File: config.mk
export PLATFORM = sky130hd
export DESIGN_NAME = dfs_top
export DESIGN_NICKNAME = d
export VERILOG_FILES = /design/src/hdl/dfs_pkg.sv /design/src/hdl/dfs_flasher.sv /design/src/hdl/dfs_top.sv
export SDC_FILE = /design/constraint.sdc
export NUM_CORES = 1
export LEC_CHECK = 0
export ABC_AREA = 1
export ABC_CLOCK_PERIOD_IN_PS = 3250
export CAP_MARGIN = 0
export CORE_ASPECT_RATIO = 0.8
export CORE_MARGIN = 2
export CORE_UTILIZATION = 55
export DETAILED_ROUTE_END_ITERATION = 12
export DONT_BUFFER_PORTS = 1
export PLACE_DENSITY_LB_ADDON = 0.25
export SYNTH_ARGS = -nofsm -noshare
export SYNTH_HDL_FRONTEND = slang
export SYNTH_HIERARCHICAL = 1
export SYNTH_SLANG_ARGS = --single-unit
File: constraint.sdc
create_clock -name sys_clk -period 3.25 [get_ports sys_clk]
set_clock_uncertainty 0.05 [all_clocks]
set_input_delay 0.4875 -clock sys_clk [delete_from_list [all_inputs] [get_ports sys_clk]]
set_output_delay 0.4875 -clock sys_clk [all_outputs]
set_load 0.01 [all_outputs]
File: src/hdl/dfs_pkg.sv
// Shared constants for the drive fault supervisor
package dfs_pkg;
    localparam int CLK_HZ = 50_000_000;
    localparam int FLASH_PERIOD_MS = 1000;
    localparam int FLASH_CYCLES = CLK_HZ / 1000 * FLASH_PERIOD_MS;
    localparam int NUM_SRC = 12;
    localparam int DC_LINK_LIMIT_V = 480;
    localparam logic [9:0] DC_LINK_LIMIT = 10'h01E0;
    // Fault source indices, equal to the fault code number
    localparam int SRC_HW = 0;
    localparam int SRC_SUPPLY = 1;
    localparam int SRC_CABLE = 3;
    localparam int SRC_DCLINK = 4;
    localparam int SRC_CURR = 5;
    localparam int SRC_BALLAST = 6;
    localparam int SRC_AMP_TEMP = 7;
    localparam int SRC_MOT_TEMP = 8;
    localparam int SRC_ENC = 9;
    localparam int SRC_SPEED = 10;
    localparam int SRC_TRANS = 11;
    // Display characters
    localparam logic [3:0] CH_F = 4'hF;
    localparam logic [3:0] CH_BLANK = 4'hE;
    // Display phase codes
    typedef enum logic [1:0] {
        DFS_PH_LETTER = 2'b00,
        DFS_PH_TENS = 2'b01,
        DFS_PH_UNITS = 2'b10,
        DFS_PH_GAP = 2'b11
    } dfs_phase_t;
endpackage

File: src/hdl/dfs_flasher.sv
// Sequencer that shows letter, tens digit, units digit each period
module dfs_flasher #(
    parameter int PERIOD = dfs_pkg::FLASH_CYCLES
) (
    input wire logic sys_clk,
    input wire logic srst,
    input wire logic active,
    input wire logic [3:0] code,
    output logic [3:0] disp_char,
    output logic disp_on
);
    localparam int STEP = PERIOD / 4;
    if (PERIOD < 8) begin : g_bad_period
        $error("PERIOD too small");
    end
    logic [31:0] cnt_r, cnt_nxt;
    dfs_pkg::dfs_phase_t ph_r, ph_nxt;
    logic [3:0] ch_r, ch_nxt;
    logic on_r, on_nxt;
    logic [3:0] tens, units;

    always_comb begin
        tens = (code >= 4'hA) ? 4'h1 : 4'h0;
        units = (code >= 4'hA) ? code - 4'hA : code;
        cnt_nxt = cnt_r + 32'h0000_0001;
        ph_nxt = ph_r;
        if (!active) begin
            cnt_nxt = '0;
            ph_nxt = dfs_pkg::DFS_PH_LETTER;
        end else if (cnt_r == 32'(STEP - 1)) begin
            cnt_nxt = '0;
            ph_nxt = dfs_pkg::dfs_phase_t'(ph_r + 2'b01);
        end
        on_nxt = active;
        unique case (ph_nxt)
            dfs_pkg::DFS_PH_LETTER: ch_nxt = dfs_pkg::CH_F;
            dfs_pkg::DFS_PH_TENS: ch_nxt = tens;
            dfs_pkg::DFS_PH_UNITS: ch_nxt = units;
            dfs_pkg::DFS_PH_GAP: ch_nxt = dfs_pkg::CH_BLANK;
        endcase
        if (!active) ch_nxt = dfs_pkg::CH_BLANK;
    end

    always_ff @(posedge sys_clk) begin
        if (srst) begin
            cnt_r <= '0;
            ph_r <= dfs_pkg::DFS_PH_LETTER;
            ch_r <= dfs_pkg::CH_BLANK;
            on_r <= 1'b0;
        end else begin
            cnt_r <= cnt_nxt;
            ph_r <= ph_nxt;
            ch_r <= ch_nxt;
            on_r <= on_nxt;
        end
    end
    assign disp_char = ch_r;
    assign disp_on = on_r;

    a_letter_first: assert property (@(posedge sys_clk) disable iff (srst)
        $rose(on_r) |-> ch_r == dfs_pkg::CH_F) // [RULE1]
        else $error("display did not start with letter");
endmodule

File: src/hdl/dfs_top.sv
// Fault supervisor: latches faults, picks reaction, drives display
//
// Function
// (RULE1) Flash F and two code digits each second
// (RULE2) Hardware or supply fault disables pulses
// (RULE3) Cable break checked at first enable, code 03
// (RULE4) DC link above 480 V locks, code 04
// (RULE5) Ballast, amp, motor heat lock, codes 06-08
// (RULE6) Encoder failure locks, code 09
// (RULE7) Transient overcurrent locks, code 11
// (RULE8) Controller acknowledges thermal faults after cooling
// (RULE9) Locking fault enters malfunction state F
// (RULE10) Pulse faults sticky; lock faults ack-cleared
module dfs_top #(
    parameter int FLASH_CYCLES = dfs_pkg::FLASH_CYCLES
) (
    input wire logic sys_clk,
    input wire logic srst,
    input wire logic hw_defect,
    input wire logic supply_fault,
    input wire logic cable_broken,
    input wire logic [9:0] dc_link_volts,
    input wire logic over_current,
    input wire logic ballast_overload,
    input wire logic amp_overtemp,
    input wire logic motor_overtemp,
    input wire logic encoder_fault,
    input wire logic over_speed,
    input wire logic transient_current,
    input wire logic enable_cmd,
    input wire logic fault_ack,
    output logic pulse_enable,
    output logic ctrl_locked,
    output logic malfunction,
    output logic fault_pending,
    output logic [3:0] fault_code,
    output logic [3:0] disp_char,
    output logic disp_on
);
    localparam int N = dfs_pkg::NUM_SRC;
    if (FLASH_CYCLES < 8) begin : g_bad_flash
        $error("FLASH_CYCLES too small");
    end

    typedef enum logic [1:0] {
        DFS_ST_RUN = 2'b00,
        DFS_ST_LOCK = 2'b01,
        DFS_ST_PULSE_OFF = 2'b10
    } dfs_state_t;

    logic [N-1:0] cause;
    logic [N-1:0] lat_r, lat_nxt;
    logic first_en_r, first_en_nxt;
    logic en_d_r;
    dfs_state_t st_r, st_nxt;
    logic [3:0] code_r, code_nxt;
    logic pulse_flt, lock_flt;
    logic cable_check;

    // Cable test only on the first rising enable after reset
    assign cable_check = enable_cmd && !en_d_r && !first_en_r;

    always_comb begin
        cause = '0;
        cause[dfs_pkg::SRC_HW] = hw_defect;
        cause[dfs_pkg::SRC_SUPPLY] = supply_fault;
        cause[dfs_pkg::SRC_CABLE] = cable_check && cable_broken; // [RULE3]
        cause[dfs_pkg::SRC_DCLINK] =
            dc_link_volts > dfs_pkg::DC_LINK_LIMIT; // [RULE4]
        cause[dfs_pkg::SRC_CURR] = over_current;
        cause[dfs_pkg::SRC_BALLAST] = ballast_overload; // [RULE5]
        cause[dfs_pkg::SRC_AMP_TEMP] = amp_overtemp; // [RULE5]
        cause[dfs_pkg::SRC_MOT_TEMP] = motor_overtemp; // [RULE5]
        cause[dfs_pkg::SRC_ENC] = encoder_fault; // [RULE6]
        cause[dfs_pkg::SRC_SPEED] = over_speed;
        cause[dfs_pkg::SRC_TRANS] = transient_current; // [RULE7]
    end

    genvar gi;
    generate
        for (gi = 0; gi < N; gi++) begin : g_lat
            always_comb begin
                if (cause[gi]) begin
                    lat_nxt[gi] = 1'b1; // Set wins over ack
                end else if (fault_ack && gi > dfs_pkg::SRC_SUPPLY) begin
                    lat_nxt[gi] = 1'b0; // [RULE10]
                end else begin
                    lat_nxt[gi] = lat_r[gi];
                end
            end
        end
    endgenerate

    always_comb begin
        pulse_flt = lat_nxt[dfs_pkg::SRC_HW] ||
            lat_nxt[dfs_pkg::SRC_SUPPLY];
        lock_flt = |lat_nxt;
        first_en_nxt = first_en_r || cable_check;
        code_nxt = code_r;
        for (int i = N - 1; i >= 0; i--) begin
            if (lat_nxt[i]) code_nxt = 4'(i);
        end
        if (!lock_flt) code_nxt = 4'h0;
        unique case (st_r)
            DFS_ST_RUN, DFS_ST_LOCK: begin
                if (pulse_flt) st_nxt = DFS_ST_PULSE_OFF; // [RULE2]
                else if (lock_flt) st_nxt = DFS_ST_LOCK; // [RULE9]
                else st_nxt = DFS_ST_RUN;
            end
            DFS_ST_PULSE_OFF: st_nxt = DFS_ST_PULSE_OFF; // [RULE10]
            default: st_nxt = DFS_ST_PULSE_OFF;
        endcase
    end

    always_ff @(posedge sys_clk) begin
        if (srst) begin
            lat_r <= '0;
            first_en_r <= 1'b0;
            en_d_r <= 1'b0;
            st_r <= DFS_ST_RUN;
            code_r <= 4'h0;
        end else begin
            lat_r <= lat_nxt;
            first_en_r <= first_en_nxt;
            en_d_r <= enable_cmd;
            st_r <= st_nxt;
            code_r <= code_nxt;
        end
    end

    assign pulse_enable = (st_r == DFS_ST_RUN) && enable_cmd;
    assign ctrl_locked = st_r != DFS_ST_RUN;
    assign malfunction = st_r == DFS_ST_LOCK; // [RULE9]
    assign fault_pending = |lat_r;
    assign fault_code = code_r;

    dfs_flasher #(
        .PERIOD(FLASH_CYCLES)
    ) u_flash (
        .sys_clk(sys_clk),
        .srst(srst),
        .active(fault_pending), // [RULE1]
        .code(code_r),
        .disp_char(disp_char),
        .disp_on(disp_on)
    );

    a_pulse_off: assert property (@(posedge sys_clk) disable iff (srst)
        (hw_defect || supply_fault) |=> !pulse_enable) // [RULE2]
        else $error("pulses not disabled");
    a_pulse_sticky: assert property (@(posedge sys_clk) disable iff (srst)
        st_r == DFS_ST_PULSE_OFF |=> st_r == DFS_ST_PULSE_OFF) // [RULE10]
        else $error("pulse disable cleared");
    a_dclink_lock: assert property (@(posedge sys_clk) disable iff (srst)
        dc_link_volts > dfs_pkg::DC_LINK_LIMIT |=>
        ctrl_locked && lat_r[dfs_pkg::SRC_DCLINK]) // [RULE4]
        else $error("dc link overvoltage not locked");
    a_thermal_lock: assert property (@(posedge sys_clk) disable iff (srst)
        (ballast_overload || amp_overtemp || motor_overtemp) |=>
        ctrl_locked) // [RULE5]
        else $error("thermal fault not locked");
    a_encoder_lock: assert property (@(posedge sys_clk) disable iff (srst)
        encoder_fault |=> lat_r[dfs_pkg::SRC_ENC] && ctrl_locked) // [RULE6]
        else $error("encoder fault not locked");
    a_trans_lock: assert property (@(posedge sys_clk) disable iff (srst)
        transient_current |=> lat_r[dfs_pkg::SRC_TRANS]) // [RULE7]
        else $error("transient current not latched");
    a_cable_once: assert property (@(posedge sys_clk) disable iff (srst)
        first_en_r |=> !cause[dfs_pkg::SRC_CABLE]) // [RULE3]
        else $error("cable checked after first enable");
    a_ack_clears: assert property (@(posedge sys_clk) disable iff (srst)
        fault_ack && !(|cause) && !lat_r[0] && !lat_r[1] |=>
        !fault_pending && st_r == DFS_ST_RUN) // [RULE10]
        else $error("ack did not clear locking faults");
    a_malf_state: assert property (@(posedge sys_clk) disable iff (srst)
        $rose(lat_r[dfs_pkg::SRC_CABLE]) && !lat_r[0] && !lat_r[1] |->
        malfunction) // [RULE9]
        else $error("malfunction state not entered");
endmodule

==> reports/qor.txt, run 1 <==
Setup CP Type: reg -> reg
synthesized cell area: 0.00301 mm2
WL final: 6170 um
number of fill cells: 516
total CTS buffers: 9
Final Cycle Share: 69.0%
CTS tree: done
CP endpoint kind: flip-flop
DR vias: 2,646
Post-synth EDFFs: 0
Lkg Pwr: 1.26 nW
setup TNS: 0 ps
GRT Total Usage: 22.7%
Tmin final: 2240 ps
H-tree depth: 3
port bufs: 0
Peak Freq: 446 MHz
Cells after Synth: 431
Via density: 5.21
Startpoint Class: flip-flop
Die X: 86.6 um
vias in the first global route: 2,451
antenna-violating nets left: 0
Pwr Density: 477 mW/mm2
Syn Nets: 457
post-synthesis mux area share: 0%
Skew-Pair Late Insertion Delay: 340 ps
Post-Synth XOR/XNOR Area: 1.75%
initial antenna violation count: 0
clk root buf: clkbuf_8
antenna cell count: 0
synthesized area per cell: 6.97 um2
Inst Count DP: 492
Seq cells post-synth: 59
1st-pass router iterations: 4
WL met1: 3070 um
final hold viol count: 0
MaxCap Viol Count: 0
peak supply drop: 0.376 mV
Finished Layout Cells: 508
met3 WL: 388 um
register area: 0.00118 mm2
area of the multi-input gates: 0.00159 mm2
largest net degree at the start of global routing: 27
Post-Synth Adder-Cell Area: 0.833%
Slew headroom: 63.9%
met2 WL: 2660 um
worst path required time: 3420 ps
Clk pin slew, worst setup/hold paths: 80 ps
first-pass GRT wire length: 10,900 um
RSZ-0062 raised after global routing: false
nets@finish: 464
worst-margin pin slew: 540 ps
detailed-route wire length per cell: 12.1 um
CP dominant cell by count: inv_1
Slowest-stage cell, CP: nand2_2
Setup-failing EPs final: 0
Top Ports: 37
DR DRC count: 0
global placer's final weighted congestion: 0.882
CP Cell Sequence: nor4_1 -> nand3_1 -> inv_1 -> nor2_1 -> nand2_2 -> inv_1 -> o21ai_0 -> a21oi_1
clock sink count: 59
hold buffer count at CTS: 0
Crit path largest cell delay: 440 ps
gr ovfl total: 0
# rows: 24
post-cts resize count: 0
largest family of logic cells by synthesized area: simple AND/OR/NAND/NOR gates
warnings from Yosys: 6
asr flop ratio synth: 0%
Max clock buf depth: 2
Floorplan Core Area: 0.00538 mm2
Main synth FF type: dfxtp_1
layout cells sized above 1: 12.6%
Worst EP arrival: 2410 ps
Setup Fix Bufs, Post-CTS: 0
worst hold path type: in -> reg
post-synthesis simple-gate area fraction: 40.2%
status: completed
Netlist cell types: 37
die area: 0.00608 mm2
Synth Area in Compound Gates: 9.99%
worst-path fanout max: 26
uppermost layer routed: met4
Post-DP HPWL: 4840 um
sequential share of the synthesized area: 39.3%
Layout area overhead: 9.37%
Final Max Tran Viols: 0
Initial Util: 55.9%
drt initial violations: 100
Die H: 70.1 um
cell usage after synthesis (7+ instances only):
| library cell | n | share of area, % |
|---|---|---|
| nor2_1 | 63 | 7.9 |
| inv_1 | 56 | 7.0 |
| nand2_1 | 104 | 13 |
| nand3_1 | 18 | 3.0 |
| nor3_1 | 13 | 2.2 |
| nor2_2 | 7 | 1.5 |
| dfxtp_1 | 59 | 39 |
| nand4_1 | 11 | 2.3 |
| nand2_2 | 8 | 1.7 |
| a21oi_1 | 31 | 5.2 |
| o21ai_0 | 9 | 1.5 |
placed cells by master (no fill, tap or decap), types with 3 or more instances in the layout:
| cell | count |
|---|---|
| dfxtp_1 | 59 |
| nand2_2 | 8 |
| nor4_1 | 5 |
| xor2_1 | 4 |
| a21oi_2 | 3 |
| nand4_1 | 11 |
| nor2_1 | 63 |
| nand2_1 | 104 |
| nor2_2 | 7 |
| nand3_2 | 5 |
| a21oi_1 | 31 |
| o21ai_0 | 9 |
| nor3_1 | 13 |
| inv_1 | 56 |
| nand3_1 | 18 |
| clkbuf_8 | 9 |
| nor2_4 | 4 |
| nor3_2 | 4 |
| o21a_1 | 3 |
final cells by class:
cell class | instances | share of cell area (%)
clock buffer | 9 | 3.77
clock inverter | 7 | 3.08
inverter | 57 | 6.51
multi-input combinational | 311 | 48.2
sequential | 59 | 35.9
tap | 65 | 2.47
through the flow:
step | area [um2] | power (mW) | worst slack [ps] | util [%] | hold slack, ps
after floorplan | 3010 | 0.830 | 1660 | - | 368
after global placement | 3060 | 0.840 | 1070 | 57.0 | 381
after detailed placement | 3060 | 0.842 | 1030 | 57.0 | 392
after CTS | 3290 | 1.59 | 1010 | 61.1 | 141
after global routing | 3290 | 1.64 | 717 | 61.1 | 140
final | 3290 | 1.57 | 1010 | 61.1 | 159
cell families after synthesis:
family	count (synthesis)
buffers and inverters	61
flip-flops	59
AND/OR/NAND/NOR	252
adder cells (fa/ha/maj)	2
XOR/XNOR	6
AO/OA/AOI/OAI	51
worst max-delay path: cells and delay by family (launching register included):
family,cells,cell delay [ps]
buffers and inverters,2,350
and+or+nand+nor,4,1210
AOI/OAI and AO/OA,2,190
DFF,1,320
final timing paths:
check / from / endpoint / slack (ps) / cells past startpoint
hold reg to reg: u_flash/cnt_r[0]$_SDFF_PP0_ / u_flash/cnt_r[0]$_SDFF_PP0_ / 400 / 1
hold / removal: srst / lat_r[0]$_SDFF_PP0_ / 160 / 1
setup reg to reg: lat_r[1]$_SDFF_PP0_ / u_flash/cnt_r[13]$_SDFF_PP0_ / 1010 / 8
setup / recovery: lat_r[1]$_SDFF_PP0_ / u_flash/cnt_r[13]$_SDFF_PP0_ / 1010 / 8
per-layer routing:
layer / up-vias / GRT usage [%]
met5: - / 0
met4: 0 / 6.77
li1: 1403 / -
met1: 1168 / 30.5
met3: 5 / 7.57
met2: 70 / 34.5
flip-flops by register name (all words and copies together) (netlist names):
signal,flops
en_d_r,1
fault_code,4
first_en_r,1
lat_r,12
st_r,2
u_flash/cnt_r,32
u_flash/disp_char,4
u_flash/disp_on,1
u_flash/ph_r,2
power by group:
group	internal, mW	switching (mW)
clock	0.436	0.307
sequential	0.741	0.0131
combinational	0.0244	0.0468
Power figures use the tool's default switching activity.
==> run 2: changes to the inputs <==
Settings changed: ABC_CLOCK_PERIOD_IN_PS 3250 to 1990.
Clock period 3.25 ns to 1.99 ns, I/O delays scaled along.
==> run 2 against run 1 <==
Sequential cell count stayed put. Worst setup slack worse by 780 ps. Maximum frequency grew 27%. Combinational power rose by 85%. Sequential power increased by 63%. Register-to-register slack got worse by 780 ps. Highest routed layer unchanged.
==> reports/qor.txt, run 2 (synthesis gave the netlist of run 1 again) <==
initial antenna violation count: 0
drt initial violations: 223
nets@finish: 469
Skew-Pair Late Insertion Delay: 350 ps
CTS tree: done
R2R setup slack: 230 ps
worst hold path stage count: 2
DP Worst Slack: 220 ps
Worst EP arrival: 1940 ps
Pwr Density: 703 mW/mm2
RSZ-0062 raised after global routing: false
final hold viol count: 0
Crit path largest cell delay: 350 ps
first-pass GRT wire length: 11,100 um
CP endpoint kind: flip-flop
Final Max Tran Viols: 0
Tmin final: 1760 ps
largest net degree at the start of global routing: 22
DR vias: 2,720
Setup CP Type: reg -> reg
Int Pwr: 1.70 mW
total CTS buffers: 9
Lkg Pwr: 1.26 nW
# rows: 24
reg2reg end: u_flash/disp_char[3]$_SDFF_PP1_
Max clock buf depth: 2
die area: 0.00608 mm2
Setup WS post-layout: 226 ps
Clk pwr share: 41.0%
antenna-violating nets left: 0
worst hold path type: in -> reg
peak supply drop: 0.460 mV
Top Ports: 37
layout cells sized above 1: 13.4%
worst-path fanout max: 4
Clk pin slew, worst setup/hold paths: 70 ps
Slew headroom: 58.7%
Die H: 70.1 um
global placer's final weighted congestion: 0.878
Layout area overhead: 9.41%
Reg with most FFs: u_flash/cnt_r
worst-margin pin slew: 617 ps
Floorplan Core Area: 0.00538 mm2
clk root buf: clkbuf_8
Startpoint Class: flip-flop
Setup Fix Bufs, Post-CTS: 0
Comb pwr share: 5.7%
HP Start: ballast_overload
Reg2Reg Depth: 12
Sequential Power Share: 53.3%
gr ovfl total: 0
1st-pass router iterations: 5
Slowest-stage cell, CP: dfxtp_1
hold path endpoint: lat_r[6]$_SDFF_PP0_
Die X: 86.6 um
Worst R2R Start: u_flash/cnt_r[0]$_SDFF_PP0_
Sw Pwr: 0.609 mW
H-tree depth: 3
Initial Util: 55.9%
GRT Total Usage: 23.5%
WL final: 6410 um
detailed-route wire length per cell: 12.5 um
CP dominant cell by count: nand2_1
setup TNS: 0 ps
Post-DP HPWL: 4880 um
Final Cycle Share: 88.6%
CP Cell Sequence: ha_1 -> nand2_1 -> nor2_4 -> nand2_1 -> nor2_1 -> nand2_1 -> nand2_1 -> nand2_1 -> nor2_2 -> nand3_1 -> nand2_1 -> nand2_1
Via density: 5.30
Peak Freq: 567 MHz
antenna cell count: 0
port bufs: 0
status: completed
Net Sw Frac: 26.4%
vias in the first global route: 2,425
commonest non-fill, non-tap cell in the layout: nand2_1
MaxCap Viol Count: 0
most frequent cells in the layout: 104 x nand2_1, 63 x nor2_1, 59 x dfxtp_1, 56 x inv_1, 31 x a21oi_1
max reg flops: 32
Setup-failing EPs final: 0
leading registers by flop count: u_flash/cnt_r (32), lat_r (12)
worst path required time: 2170 ps
clock sink count: 59
DR DRC count: 0
-- run 2: per-stage QoR --
step | util, % | power [mW] | hold slack (ps) | area [um2] | std cells
2_1_floorplan | - | 1.36 | 318 | 3010 | 431
3_3_place_gp | 57.8 | 1.38 | 320 | 3100 | 496
3_5_place_dp | 57.8 | 1.38 | 325 | 3100 | 496
4_1_cts | 61.1 | 2.34 | 5.34 | 3280 | 513
5_1_grt | 61.2 | 2.41 | 8.41 | 3290 | 513
6_report | 61.2 | 2.31 | 21.1 | 3290 | 513
-- run 2: power groups by stage --
stage	combinational, mW	sequential, mW	clock [mW]
final	0.132	1.23	0.946
after global routing	0.152	1.24	1.02
after CTS	0.133	1.23	0.974
after detailed placement	0.126	1.26	0
after global placement	0.123	1.26	0
after floorplan	0.102	1.25	0
-- run 2: routing by layer --
layer  global-route usage [%]  up-vias  share of wire [%]
li1                         -     1402                  -
met1                     32.5     1207                 47
met2                     33.5      100                 43
met3                     7.92       11                7.1
met4                     9.72        0                2.2
met5                        0        -                  0
-- run 2: timing repair --
action,4_1_cts,5_1_grt
setup endpoints to repair,0,3
resized for setup,0,1
endpoints found under the hold margin,16,0
hold buffers,1,0
-- run 2: critical path, delay by kind of cell, from the launching register on --
family	cells	cell delay, ps
adders and majority gates	1	170
and+or+nand+nor	11	1080
DFF	1	350
-- run 2: final cells by class --
type	instances	area, um2
clock inverter	7	45.0
multi-input combinational	311	1590
sequential	59	1180
inverter	57	214
fill	511	2090
timing repair buffer	5	52.6
tap	65	81.3
clock buffer	9	124
-- run 2: worst max path at each step --
stage	cells past startpoint	to	from
after floorplan	8	u_flash/cnt_r[18]$_SDFF_PP0_	u_flash/cnt_r[0]$_SDFF_PP0_
after global placement	11	u_flash/disp_char[3]$_SDFF_PP1_	u_flash/cnt_r[0]$_SDFF_PP0_
after detailed placement	12	u_flash/disp_char[3]$_SDFF_PP1_	u_flash/cnt_r[0]$_SDFF_PP0_
after CTS	12	u_flash/disp_char[3]$_SDFF_PP1_	u_flash/cnt_r[0]$_SDFF_PP0_
after global routing	10	u_flash/disp_char[0]$_SDFF_PP0_	u_flash/cnt_r[0]$_SDFF_PP0_
final	12	u_flash/disp_char[3]$_SDFF_PP1_	u_flash/cnt_r[0]$_SDFF_PP0_
